## src/hw/sysctl_defs.vh

```
// register offsets, field positions, reset values and timing counts of the system-control bank
`ifndef SYSCTL_DEFS_VH
`define SYSCTL_DEFS_VH

// ----------------------------------------------------------------------------
// register byte addresses
// ----------------------------------------------------------------------------
`define ADDR_CLKOUT_SEL      32'h400480E0
`define ADDR_CLKOUT_UPDATE   32'h400480E4
`define ADDR_CLKOUT_DIV      32'h400480E8
`define ADDR_CAPTURE_LOW     32'h40048100
`define ADDR_CAPTURE_HIGH    32'h40048104
`define ADDR_BROWNOUT_CTRL   32'h40048150
`define ADDR_TICK_CAL        32'h40048154
`define ADDR_WAKE_EDGE       32'h40048200
`define ADDR_EVENT_STATUS    32'h40048300
`define ADDR_EVENT_MASK      32'h40048304

// ----------------------------------------------------------------------------
// field positions and widths
// ----------------------------------------------------------------------------
`define UPDATE_STROBE_BIT    0
`define SRC_SEL_W            2
`define DIV_W                8
`define BOD_RST_LSB          0
`define BOD_INT_LSB          2
`define BOD_RST_EN_BIT       4
`define TICK_CAL_W           26
`define WAKE_W               13
`define CAP_HIGH_W           10
`define EVENT_W              3
`define EV_BOD_INT           0
`define EV_BOD_RST           1
`define EV_SRC_APPLIED       2

// ----------------------------------------------------------------------------
// clock-output source codes
// ----------------------------------------------------------------------------
`define SRC_INTERNAL_RC      2'h0
`define SRC_SYSTEM_OSC       2'h1
`define SRC_WATCHDOG_OSC     2'h2
`define SRC_MAIN_CLOCK       2'h3

// ----------------------------------------------------------------------------
// reset values and timing
// ----------------------------------------------------------------------------
`define RST_SRC_SEL          2'h0
`define RST_UPDATE           1'h0
`define RST_DIV              8'h00
`define RST_BOD_CTRL         5'h00
`define RST_TICK_CAL         26'h0000004
`define RST_WAKE_EDGE        13'h0000
`define CAPTURE_DELAY        3'h4

`endif

```

## src/hw/pin_sync.v

```verilog
// three-stage synchroniser with agreement filter for asynchronous pins
`default_nettype none

module pin_sync #(
    parameter WIDTH = 1
) (
    // clock and reset
    input  wire             clk_sys,
    input  wire             rst_n,
    // pins and filtered levels
    input  wire [WIDTH-1:0] pin_in,
    output reg  [WIDTH-1:0] level_out
);

    reg [WIDTH-1:0] stage1_reg;
    reg [WIDTH-1:0] stage2_reg;
    reg [WIDTH-1:0] stage3_reg;

    genvar i;

    // ------------------------------------------------------------------------
    // stages
    // ------------------------------------------------------------------------
    always @(posedge clk_sys or negedge rst_n)
    begin
        if (!rst_n)
        begin
            stage1_reg <= {WIDTH{1'b0}};
            stage2_reg <= {WIDTH{1'b0}};
            stage3_reg <= {WIDTH{1'b0}};
        end
        else
        begin
            stage1_reg <= pin_in;
            stage2_reg <= stage1_reg;
            stage3_reg <= stage2_reg;
        end
    end

    // a change counts only once stages two and three agree
    generate
        for (i = 0; i < WIDTH; i = i + 1)
        begin : g_agree
            always @(posedge clk_sys or negedge rst_n)
            begin
                if (!rst_n)
                    level_out[i] <= 1'b0;
                else if (stage2_reg[i] == stage3_reg[i])
                    level_out[i] <= stage3_reg[i];
            end
        end
    endgenerate

endmodule

`default_nettype wire

```

## src/hw/sysctl_regs.v

```verilog
// system-control register bank: clock output, pin capture, brown-out, tick cal, wake edges
//
// Function
// - update bit 0, reset zero, requests source
// - source codes: rc, system, watchdog, main
// - divider 7:0; zero off, N divides
// - low capture latches pin levels at power-on
// - low capture layout: port0, port1, port2
// - high capture: port2 8-11, port3 0-5
// - high capture read-only, power-on pin levels
// - reset level field 1:0, four thresholds
// - interrupt level field 3:2, four thresholds
// - interrupt on crossing; reset when enabled
// - tick calibration 25:0, reset 0x04
// - edge select for port0 0-11, port1 0
// - zero falling, one rising, reset zero
// - bit n drives wake interrupt n, 13
`include "sysctl_defs.vh"
`default_nettype none

module sysctl_regs #(
    parameter ADDR_W = 32,
    parameter DATA_W = 32
) (
    // clock and power-on reset
    input  wire              clk_sys,
    input  wire              rst_n,
    // register port
    input  wire [ADDR_W-1:0] reg_addr,
    input  wire [DATA_W-1:0] reg_wdata,
    input  wire              reg_write,
    input  wire              reg_read,
    output reg  [DATA_W-1:0] reg_rdata,
    // pins sampled at power-on
    input  wire [11:0]       port0_pins,
    input  wire [11:0]       port1_pins,
    input  wire [11:0]       port2_pins,
    input  wire [5:0]        port3_pins,
    // brown-out comparators, one per level, high when supply below it
    input  wire [3:0]        bod_reset_below,
    input  wire [3:0]        bod_int_below,
    // clock-output control to the clock generator
    output reg  [1:0]        clock_output_source_select,
    output reg  [7:0]        clock_output_divider,
    output reg               clock_output_enable,
    // brown-out outputs
    output reg  [1:0]        brownout_reset_level,
    output reg  [1:0]        brownout_interrupt_level,
    output reg               brownout_irq,
    output reg               brownout_chip_reset,
    // tick timer calibration
    output reg  [25:0]       tick_timer_calibration_readback,
    // wake-up interrupts
    output reg  [12:0]       wake_irq,
    // bank interrupt
    output reg               irq
);

    // ------------------------------------------------------------------------
    // registers
    // ------------------------------------------------------------------------
    reg  [1:0]             source_select_reg;
    reg                    clock_output_update_strobe_reg;
    reg  [7:0]             divider_reg;
    reg  [4:0]             brownout_control_reg;
    reg  [25:0]            tick_calibration_reg;
    reg  [12:0]            wake_edge_select_reg;
    reg  [`EVENT_W-1:0]    event_status_reg;
    reg  [`EVENT_W-1:0]    event_mask_reg;
    reg  [31:0]            power_on_pin_capture_low_reg;
    reg  [9:0]             power_on_pin_capture_high_reg;
    reg                    capture_done_reg;
    reg  [2:0]             capture_wait_reg;
    reg  [12:0]            wake_prev_reg;
    reg                    bod_int_prev_reg;
    reg                    bod_rst_prev_reg;
    reg  [1:0]             active_source_reg;
    reg  [DATA_W-1:0]      read_next;
    reg  [`EVENT_W-1:0]    event_status_next;

    wire [41:0]            pins_level;
    wire [3:0]             bod_reset_level_sync;
    wire [3:0]             bod_int_level_sync;
    wire [12:0]            wake_level;
    wire                   bod_int_now;
    wire                   bod_rst_now;
    wire [12:0]            wake_event;
    wire                   source_applied;
    wire [`EVENT_W-1:0]    event_set;

    // ------------------------------------------------------------------------
    // address decode
    // ------------------------------------------------------------------------
    function hit;
        input [ADDR_W-1:0] addr;
        input [31:0]       target;
        begin
            hit = (addr == target[ADDR_W-1:0]);
        end
    endfunction

    // ------------------------------------------------------------------------
    // synchronisers
    // ------------------------------------------------------------------------
    pin_sync #(
        .WIDTH (42)
    ) u_pins_sync (
        .clk_sys   (clk_sys),
        .rst_n     (rst_n),
        .pin_in    ({port3_pins, port2_pins, port1_pins, port0_pins}),
        .level_out (pins_level)
    );

    pin_sync #(
        .WIDTH (8)
    ) u_bod_sync (
        .clk_sys   (clk_sys),
        .rst_n     (rst_n),
        .pin_in    ({bod_reset_below, bod_int_below}),
        .level_out ({bod_reset_level_sync, bod_int_level_sync})
    );

    // wake pins reuse the synchronised port levels: port0 0-11 and port1 0
    assign wake_level = {pins_level[12], pins_level[11:0]};

    // ------------------------------------------------------------------------
    // power-on pin capture
    // ------------------------------------------------------------------------
    // waits for the synchroniser to settle, then loads once; only rst_n rearms it
    always @(posedge clk_sys or negedge rst_n)
    begin
        if (!rst_n)
        begin
            capture_wait_reg              <= 3'h0;
            capture_done_reg              <= 1'b0;
            power_on_pin_capture_low_reg  <= 32'h00000000;
            power_on_pin_capture_high_reg <= 10'h000;
        end
        else if (!capture_done_reg)
        begin
            if (capture_wait_reg == `CAPTURE_DELAY)
            begin
                capture_done_reg <= 1'b1;
                // port0 11:0, port1 11:0, port2 7:0
                power_on_pin_capture_low_reg <= pins_level[31:0];
                // port2 8-11 then port3 0-5
                power_on_pin_capture_high_reg <= pins_level[41:32];
            end
            else
            begin
                capture_wait_reg <= capture_wait_reg + 3'h1;
            end
        end
    end

    // ------------------------------------------------------------------------
    // software-written registers
    // ------------------------------------------------------------------------
    always @(posedge clk_sys or negedge rst_n)
    begin
        if (!rst_n)
        begin
            source_select_reg              <= `RST_SRC_SEL;
            clock_output_update_strobe_reg <= `RST_UPDATE;
            divider_reg                    <= `RST_DIV;
            brownout_control_reg           <= `RST_BOD_CTRL;
            tick_calibration_reg           <= `RST_TICK_CAL;
            wake_edge_select_reg           <= `RST_WAKE_EDGE;
            event_mask_reg                 <= {`EVENT_W{1'b0}};
        end
        else if (reg_write)
        begin
            if (hit(reg_addr, `ADDR_CLKOUT_SEL))
                source_select_reg <= reg_wdata[`SRC_SEL_W-1:0];
            if (hit(reg_addr, `ADDR_CLKOUT_UPDATE))
                clock_output_update_strobe_reg <= reg_wdata[`UPDATE_STROBE_BIT];
            if (hit(reg_addr, `ADDR_CLKOUT_DIV))
                divider_reg <= reg_wdata[`DIV_W-1:0];
            if (hit(reg_addr, `ADDR_BROWNOUT_CTRL))
                brownout_control_reg <= reg_wdata[4:0];
            if (hit(reg_addr, `ADDR_TICK_CAL))
                tick_calibration_reg <= reg_wdata[`TICK_CAL_W-1:0];
            if (hit(reg_addr, `ADDR_WAKE_EDGE))
                wake_edge_select_reg <= reg_wdata[`WAKE_W-1:0];
            if (hit(reg_addr, `ADDR_EVENT_MASK))
                event_mask_reg <= reg_wdata[`EVENT_W-1:0];
        end
    end

    // ------------------------------------------------------------------------
    // clock-output source switch
    // ------------------------------------------------------------------------
    // only a 0-to-1 write of the update bit moves the selection across
    assign source_applied = reg_write && hit(reg_addr, `ADDR_CLKOUT_UPDATE)
                            && reg_wdata[`UPDATE_STROBE_BIT]
                            && !clock_output_update_strobe_reg;

    always @(posedge clk_sys or negedge rst_n)
    begin
        if (!rst_n)
            active_source_reg <= `SRC_INTERNAL_RC;
        else if (source_applied)
            active_source_reg <= source_select_reg;
    end

    // ------------------------------------------------------------------------
    // brown-out detection
    // ------------------------------------------------------------------------
    assign bod_int_now = bod_int_level_sync[brownout_control_reg[3:2]];
    assign bod_rst_now = bod_reset_level_sync[brownout_control_reg[1:0]];

    always @(posedge clk_sys or negedge rst_n)
    begin
        if (!rst_n)
        begin
            bod_int_prev_reg <= 1'b0;
            bod_rst_prev_reg <= 1'b0;
        end
        else
        begin
            bod_int_prev_reg <= bod_int_now;
            bod_rst_prev_reg <= bod_rst_now;
        end
    end

    // ------------------------------------------------------------------------
    // wake-up edge detection
    // ------------------------------------------------------------------------
    genvar w;
    generate
        for (w = 0; w < `WAKE_W; w = w + 1)
        begin : g_wake
            // 1 picks a rising edge, 0 a falling one
            assign wake_event[w] = wake_edge_select_reg[w]
                                   ? (wake_level[w] && !wake_prev_reg[w])
                                   : (!wake_level[w] && wake_prev_reg[w]);
        end
    endgenerate

    always @(posedge clk_sys or negedge rst_n)
    begin
        if (!rst_n)
            wake_prev_reg <= 13'h0000;
        else
            wake_prev_reg <= wake_level;
    end

    // ------------------------------------------------------------------------
    // event status, write one to clear, set wins
    // ------------------------------------------------------------------------
    assign event_set = {source_applied,
                        bod_rst_now && !bod_rst_prev_reg,
                        bod_int_now && !bod_int_prev_reg};

    always @*
    begin
        event_status_next = event_status_reg;
        if (reg_write && hit(reg_addr, `ADDR_EVENT_STATUS))
            event_status_next = event_status_next & ~reg_wdata[`EVENT_W-1:0];
        event_status_next = event_status_next | event_set;
    end

    always @(posedge clk_sys or negedge rst_n)
    begin
        if (!rst_n)
            event_status_reg <= {`EVENT_W{1'b0}};
        else
            event_status_reg <= event_status_next;
    end

    // ------------------------------------------------------------------------
    // read path
    // ------------------------------------------------------------------------
    always @*
    begin
        read_next = {DATA_W{1'b0}};
        if (hit(reg_addr, `ADDR_CLKOUT_SEL))
            read_next[1:0] = source_select_reg;
        else if (hit(reg_addr, `ADDR_CLKOUT_UPDATE))
            read_next[0] = clock_output_update_strobe_reg;
        else if (hit(reg_addr, `ADDR_CLKOUT_DIV))
            read_next[7:0] = divider_reg;
        else if (hit(reg_addr, `ADDR_CAPTURE_LOW))
            read_next[31:0] = power_on_pin_capture_low_reg;
        else if (hit(reg_addr, `ADDR_CAPTURE_HIGH))
            read_next[9:0] = power_on_pin_capture_high_reg;
        else if (hit(reg_addr, `ADDR_BROWNOUT_CTRL))
            read_next[4:0] = brownout_control_reg;
        else if (hit(reg_addr, `ADDR_TICK_CAL))
            read_next[25:0] = tick_calibration_reg;
        else if (hit(reg_addr, `ADDR_WAKE_EDGE))
            read_next[12:0] = wake_edge_select_reg;
        else if (hit(reg_addr, `ADDR_EVENT_STATUS))
            read_next[`EVENT_W-1:0] = event_status_reg;
        else if (hit(reg_addr, `ADDR_EVENT_MASK))
            read_next[`EVENT_W-1:0] = event_mask_reg;
    end

    // read data stands only in the cycle after the strobe
    always @(posedge clk_sys or negedge rst_n)
    begin
        if (!rst_n)
            reg_rdata <= {DATA_W{1'b0}};
        else if (reg_read)
            reg_rdata <= read_next;
        else
            reg_rdata <= {DATA_W{1'b0}};
    end

    // ------------------------------------------------------------------------
    // registered outputs
    // ------------------------------------------------------------------------
    always @(posedge clk_sys or negedge rst_n)
    begin
        if (!rst_n)
        begin
            clock_output_source_select      <= `SRC_INTERNAL_RC;
            clock_output_divider            <= `RST_DIV;
            clock_output_enable             <= 1'b0;
            brownout_reset_level            <= 2'h0;
            brownout_interrupt_level        <= 2'h0;
            brownout_irq                    <= 1'b0;
            brownout_chip_reset             <= 1'b0;
            tick_timer_calibration_readback <= `RST_TICK_CAL;
            wake_irq                        <= 13'h0000;
            irq                             <= 1'b0;
        end
        else
        begin
            clock_output_source_select      <= active_source_reg;
            clock_output_divider            <= divider_reg;
            clock_output_enable             <= (divider_reg != 8'h00);
            brownout_reset_level            <= brownout_control_reg[1:0];
            brownout_interrupt_level        <= brownout_control_reg[3:2];
            brownout_irq                    <= bod_int_now;
            // reset forced only while enabled and below the reset level
            brownout_chip_reset             <= bod_rst_now
                                               && brownout_control_reg[`BOD_RST_EN_BIT];
            tick_timer_calibration_readback <= tick_calibration_reg;
            wake_irq                        <= wake_event;
            irq                             <= |(event_status_next & event_mask_reg);
        end
    end

endmodule

`default_nettype wire

```

## config.mk

```make
export PLATFORM = sky130hd
export DESIGN_NAME = sysctl_regs
export DESIGN_NICKNAME = d
export VERILOG_FILES = /design/src/hw/pin_sync.v /design/src/hw/sysctl_regs.v
export VERILOG_INCLUDE_DIRS = /design/src /design/src/hw
export SDC_FILE = /design/constraint.sdc
export NUM_CORES = 1
export LEC_CHECK = 0
export BUFFER_PORTS_ARGS = -buffer_cell sky130_fd_sc_hd__buf_2
export CORE_ASPECT_RATIO = 0.6
export CORE_UTILIZATION = 50
export DETAILED_ROUTE_END_ITERATION = 12
export PLACE_DENSITY = 0.74
export SYNTH_ARGS = -nofsm -noshare
export SYNTH_HDL_FRONTEND = slang
export SYNTH_HIERARCHICAL = 1
export SYNTH_SLANG_ARGS = --single-unit
export TNS_END_PERCENT = 10
```

## constraint.sdc

```tcl
create_clock -name clk_sys -period 1.5 [get_ports clk_sys]
set_clock_uncertainty 0.05 [all_clocks]
set_input_delay 0.3 -clock clk_sys [delete_from_list [all_inputs] [get_ports clk_sys]]
set_output_delay 0.3 -clock clk_sys [all_outputs]
set_load 0.05 [all_outputs]
```

==> results.yml <==
die:
  fp-row-count: 46
  floorplan.initialDensity_pct: 51.4
  die_area_mm2: 0.0281
  die_h_um: 130
  die_w_um: 216
  ios: 207
  core_mm2: 0.0267
clocking:
  cts_sinks: 412
  clk_latency_ns: 0.52
  htreeDepth: 2
  clk_path_buf_depth: 3
  root_buffer: "clkbuf_16"
  cts_tree: "done"
  numCtsBuffers: 38
  path_clk_slew_ns: 0.07
synth:
  syn_area_per_cell_um2: 16.7
  async_flop_share_pct: 100
  ys_ff_latch: 412
  synth_fa_ha_area_share_pct: 4.28
  yosys-top-cells-area: "dfrtp_1 75%, mux2_2 6.9%, maj3_2 4.1%, mux2_4 2.2%, nor2_1 0.98%"
  synth_top_family_by_area: "multiplexers"
  synth_top_area_share_pct: 74.7
  synth_mux_area_share_pct: 9.68
  synth_nets: 942
  synth_xor_area_share_pct: 0.128
  ys.warnings.count: 6
  synth-edff-count: 0
  syn_inst: 822
  synth_top_cell_by_area: "dfrtp_1"
  synthFlopType: "dfrtp_1"
  synth-simple-area-share_pct: 6.08
  ys_types: 52
  netlist_area_mm2: 0.0137
  synth-compound-area-share_pct: 3.83
  ys_seq_area_share_pct: 75.1
detailed_routing:
  drtIter0Drc: 578
  drc_errors: 0
  wl_met3_mm: 1.75
  drt_wl_total_mm: 31.1
  met2_length_mm: 14.5
  vias: 8271
  wl_met1_mm: 14.1
  antenna_left: 0
  vias_per_cell: 5.11
  top_layer: "met5"
  drtPass1Iterations: 5
  wl_per_cell_um: 19.2
worst_setup_path:
  required_ns: 1.85
  start_kind: "primary input"
  r2r_cells: 5
  cp-end-kind: "flip-flop"
  crit_type: "in -> reg"
  crit_fanout: 16
  critPathArrivalTime_ns: 2.21
placement:
  dp_hpwl_mm: 21.0
  place_ws_ns: -0.968
  place_congestion: 0.907
  dp.cells: 1473
  port_buffers: 200
sta:
  drv_slew: 0
  setup_violations: 137
  rsz0062_at_grt: "yes"
  finalCriticalPeriod_ns: 1.86
  slew_headroom_pct: 68.6
  fin_ws_ns: -0.364
  max_freq_ghz: 0.537
  finalCritPeriodShare_pct: 124
  final-hold-violation-count: 0
  worstMarginPinSlew_ns: 0.458
global_routing:
  gr-usage-all-layers_pct: 22.4
  grt.overflow.total: 0
  grt_max_degree: 50
  grt_pass1_vias: 8530
  grt_pass1_wl_mm: 47.9
  antenna_found_initial: 2
run:
  maxCapViolCount: 0
cells_and_area:
  multi_input_area_mm2: 0.00353
  seqCellArea_mm2: 0.0103
  fillCellCount: 1795
  nets: 1350
  layout-drive-gt1-share_pct: 44.8
  final_common_cell: "dfrtp_1"
  diodes: 0
  instances_no_fill: 1618
  layout_common_cells: "409 x dfrtp_1, 149 x buf_2, 101 x buf_4"
  area_growth_pct: 35.6
power_and_ir_drop:
  p_leak_nw: 9.01
  peakVddDrop_v: 0.000887
  power_density_mw_per_mm2: 1240
outcome:
  run_status: "finished, violations left"
  violations: "setup timing"
worst_hold_path:
  whs_path_depth: 2
  hold_path_class: "in -> reg"
-- area by class of cell --
type                            count  area share, %
Clock inverter                     15           1.03
Multi-Input combinational cell    382           19.0
Timing Repair Buffer              386           16.1
Clock buffer                       53           5.85
Tap cell                          360           2.42
Sequential cell                   412           55.4
Inverter                           10          0.202
-- repair_timing --
item                       CTS  global route
hold buffers                73             0
gates resized for setup     56            50
setup endpoints to repair  154           164
buffers inserted             1             3
pin swaps                    9            11
hold endpoints to repair   207             0
-- report_power, final --
group | switching, W | internal, W
sequential | 0.000292 | 0.0116
combinational | 0.000700 | 0.000682
clock | 0.00401 | 0.00579
total | 0.00500 | 0.0181
-- cells in the mapped netlist, types with 8 or more instances --
| cell type | number |
|---|---|
| dfrtp_1 | 410 |
| mux2_2 | 84 |
| maj3_2 | 50 |
| nor2_1 | 36 |
| o21ai_0 | 22 |
| nand2_1 | 21 |
| mux2_4 | 20 |
| a21oi_1 | 18 |
| a22oi_1 | 17 |
| nand2b_1 | 16 |
| nand3b_1 | 15 |
| clkbuf_1 | 11 |
| inv_1 | 10 |
| nor4_1 | 10 |
| a222oi_1 | 8 |
-- worst paths after layout --
| path | startpoint | end | slack (ns) |
|---|---|---|---|
| max | reg_addr[1] | tick_calibration_reg[6] | -0.36 |
| min | reg_wdata[4] | tick_calibration_reg[4] | 0.03 |
| min in group asynchronous | rst_n | tick_timer_calibration_readback[1] | 0.25 |
| max reg2reg | u_bod_sync/level_out[2] | irq | -0.20 |
| max in group asynchronous | rst_n | u_pins_sync/level_out[10] | 0.51 |
| min reg2reg | u_pins_sync/stage1_reg[8] | u_pins_sync/stage2_reg[8] | 0.28 |
-- per-stage QoR --
stage / hold WS [ns] / util (%) / area [µm²] / setup TNS, ns / power (W)
after CTS: 0.00639 / 68.9 / 18400 / -21.60 / 0.0233
after global placement: 0.200 / 60.5 / 16200 / -78.90 / 0.0132
final: 0.0320 / 69.7 / 18600 / -22.47 / 0.0231
after global routing: 0.00717 / 69.7 / 18600 / -30.23 / 0.0240
after detailed placement: 0.202 / 60.5 / 16200 / -83.82 / 0.0133
after floorplan: -0.0456 / - / 13800 / -60.06 / 0.0125
-- layer usage --
| metal | up-vias | global-route usage, % |
|---|---|---|
| met2 | 234 | 35.0 |
| met1 | 4250 | 31.7 |
| met4 | 2 | 6.13 |
| met3 | 56 | 5.83 |
| li1 | 3729 | - |
| met5 | - | 0 |
-- cells by family (layout without fill, tap and decap cells) --
logic type / after synthesis / in the layout
muxes: 111 / 111
xor gates and xnor gates: 2 / 2
and+or+nand+nor: 138 / 138
adders and majority gates: 52 / 52
buffers and inverters: 28 / 464
DFF: 412 / 412
AOI/OAI and AO/OA: 79 / 79
-- worst max-delay path, stage by stage --
cell     delay [ns]
buf_6          0.11
nor4_4         0.28
or2b_1         0.28
or4b_4         0.54
nor2_8         0.13
nand2_4        0.08
buf_12         0.17
mux2_4         0.30
No activity file was read; power rests on OpenSTA's default activity.
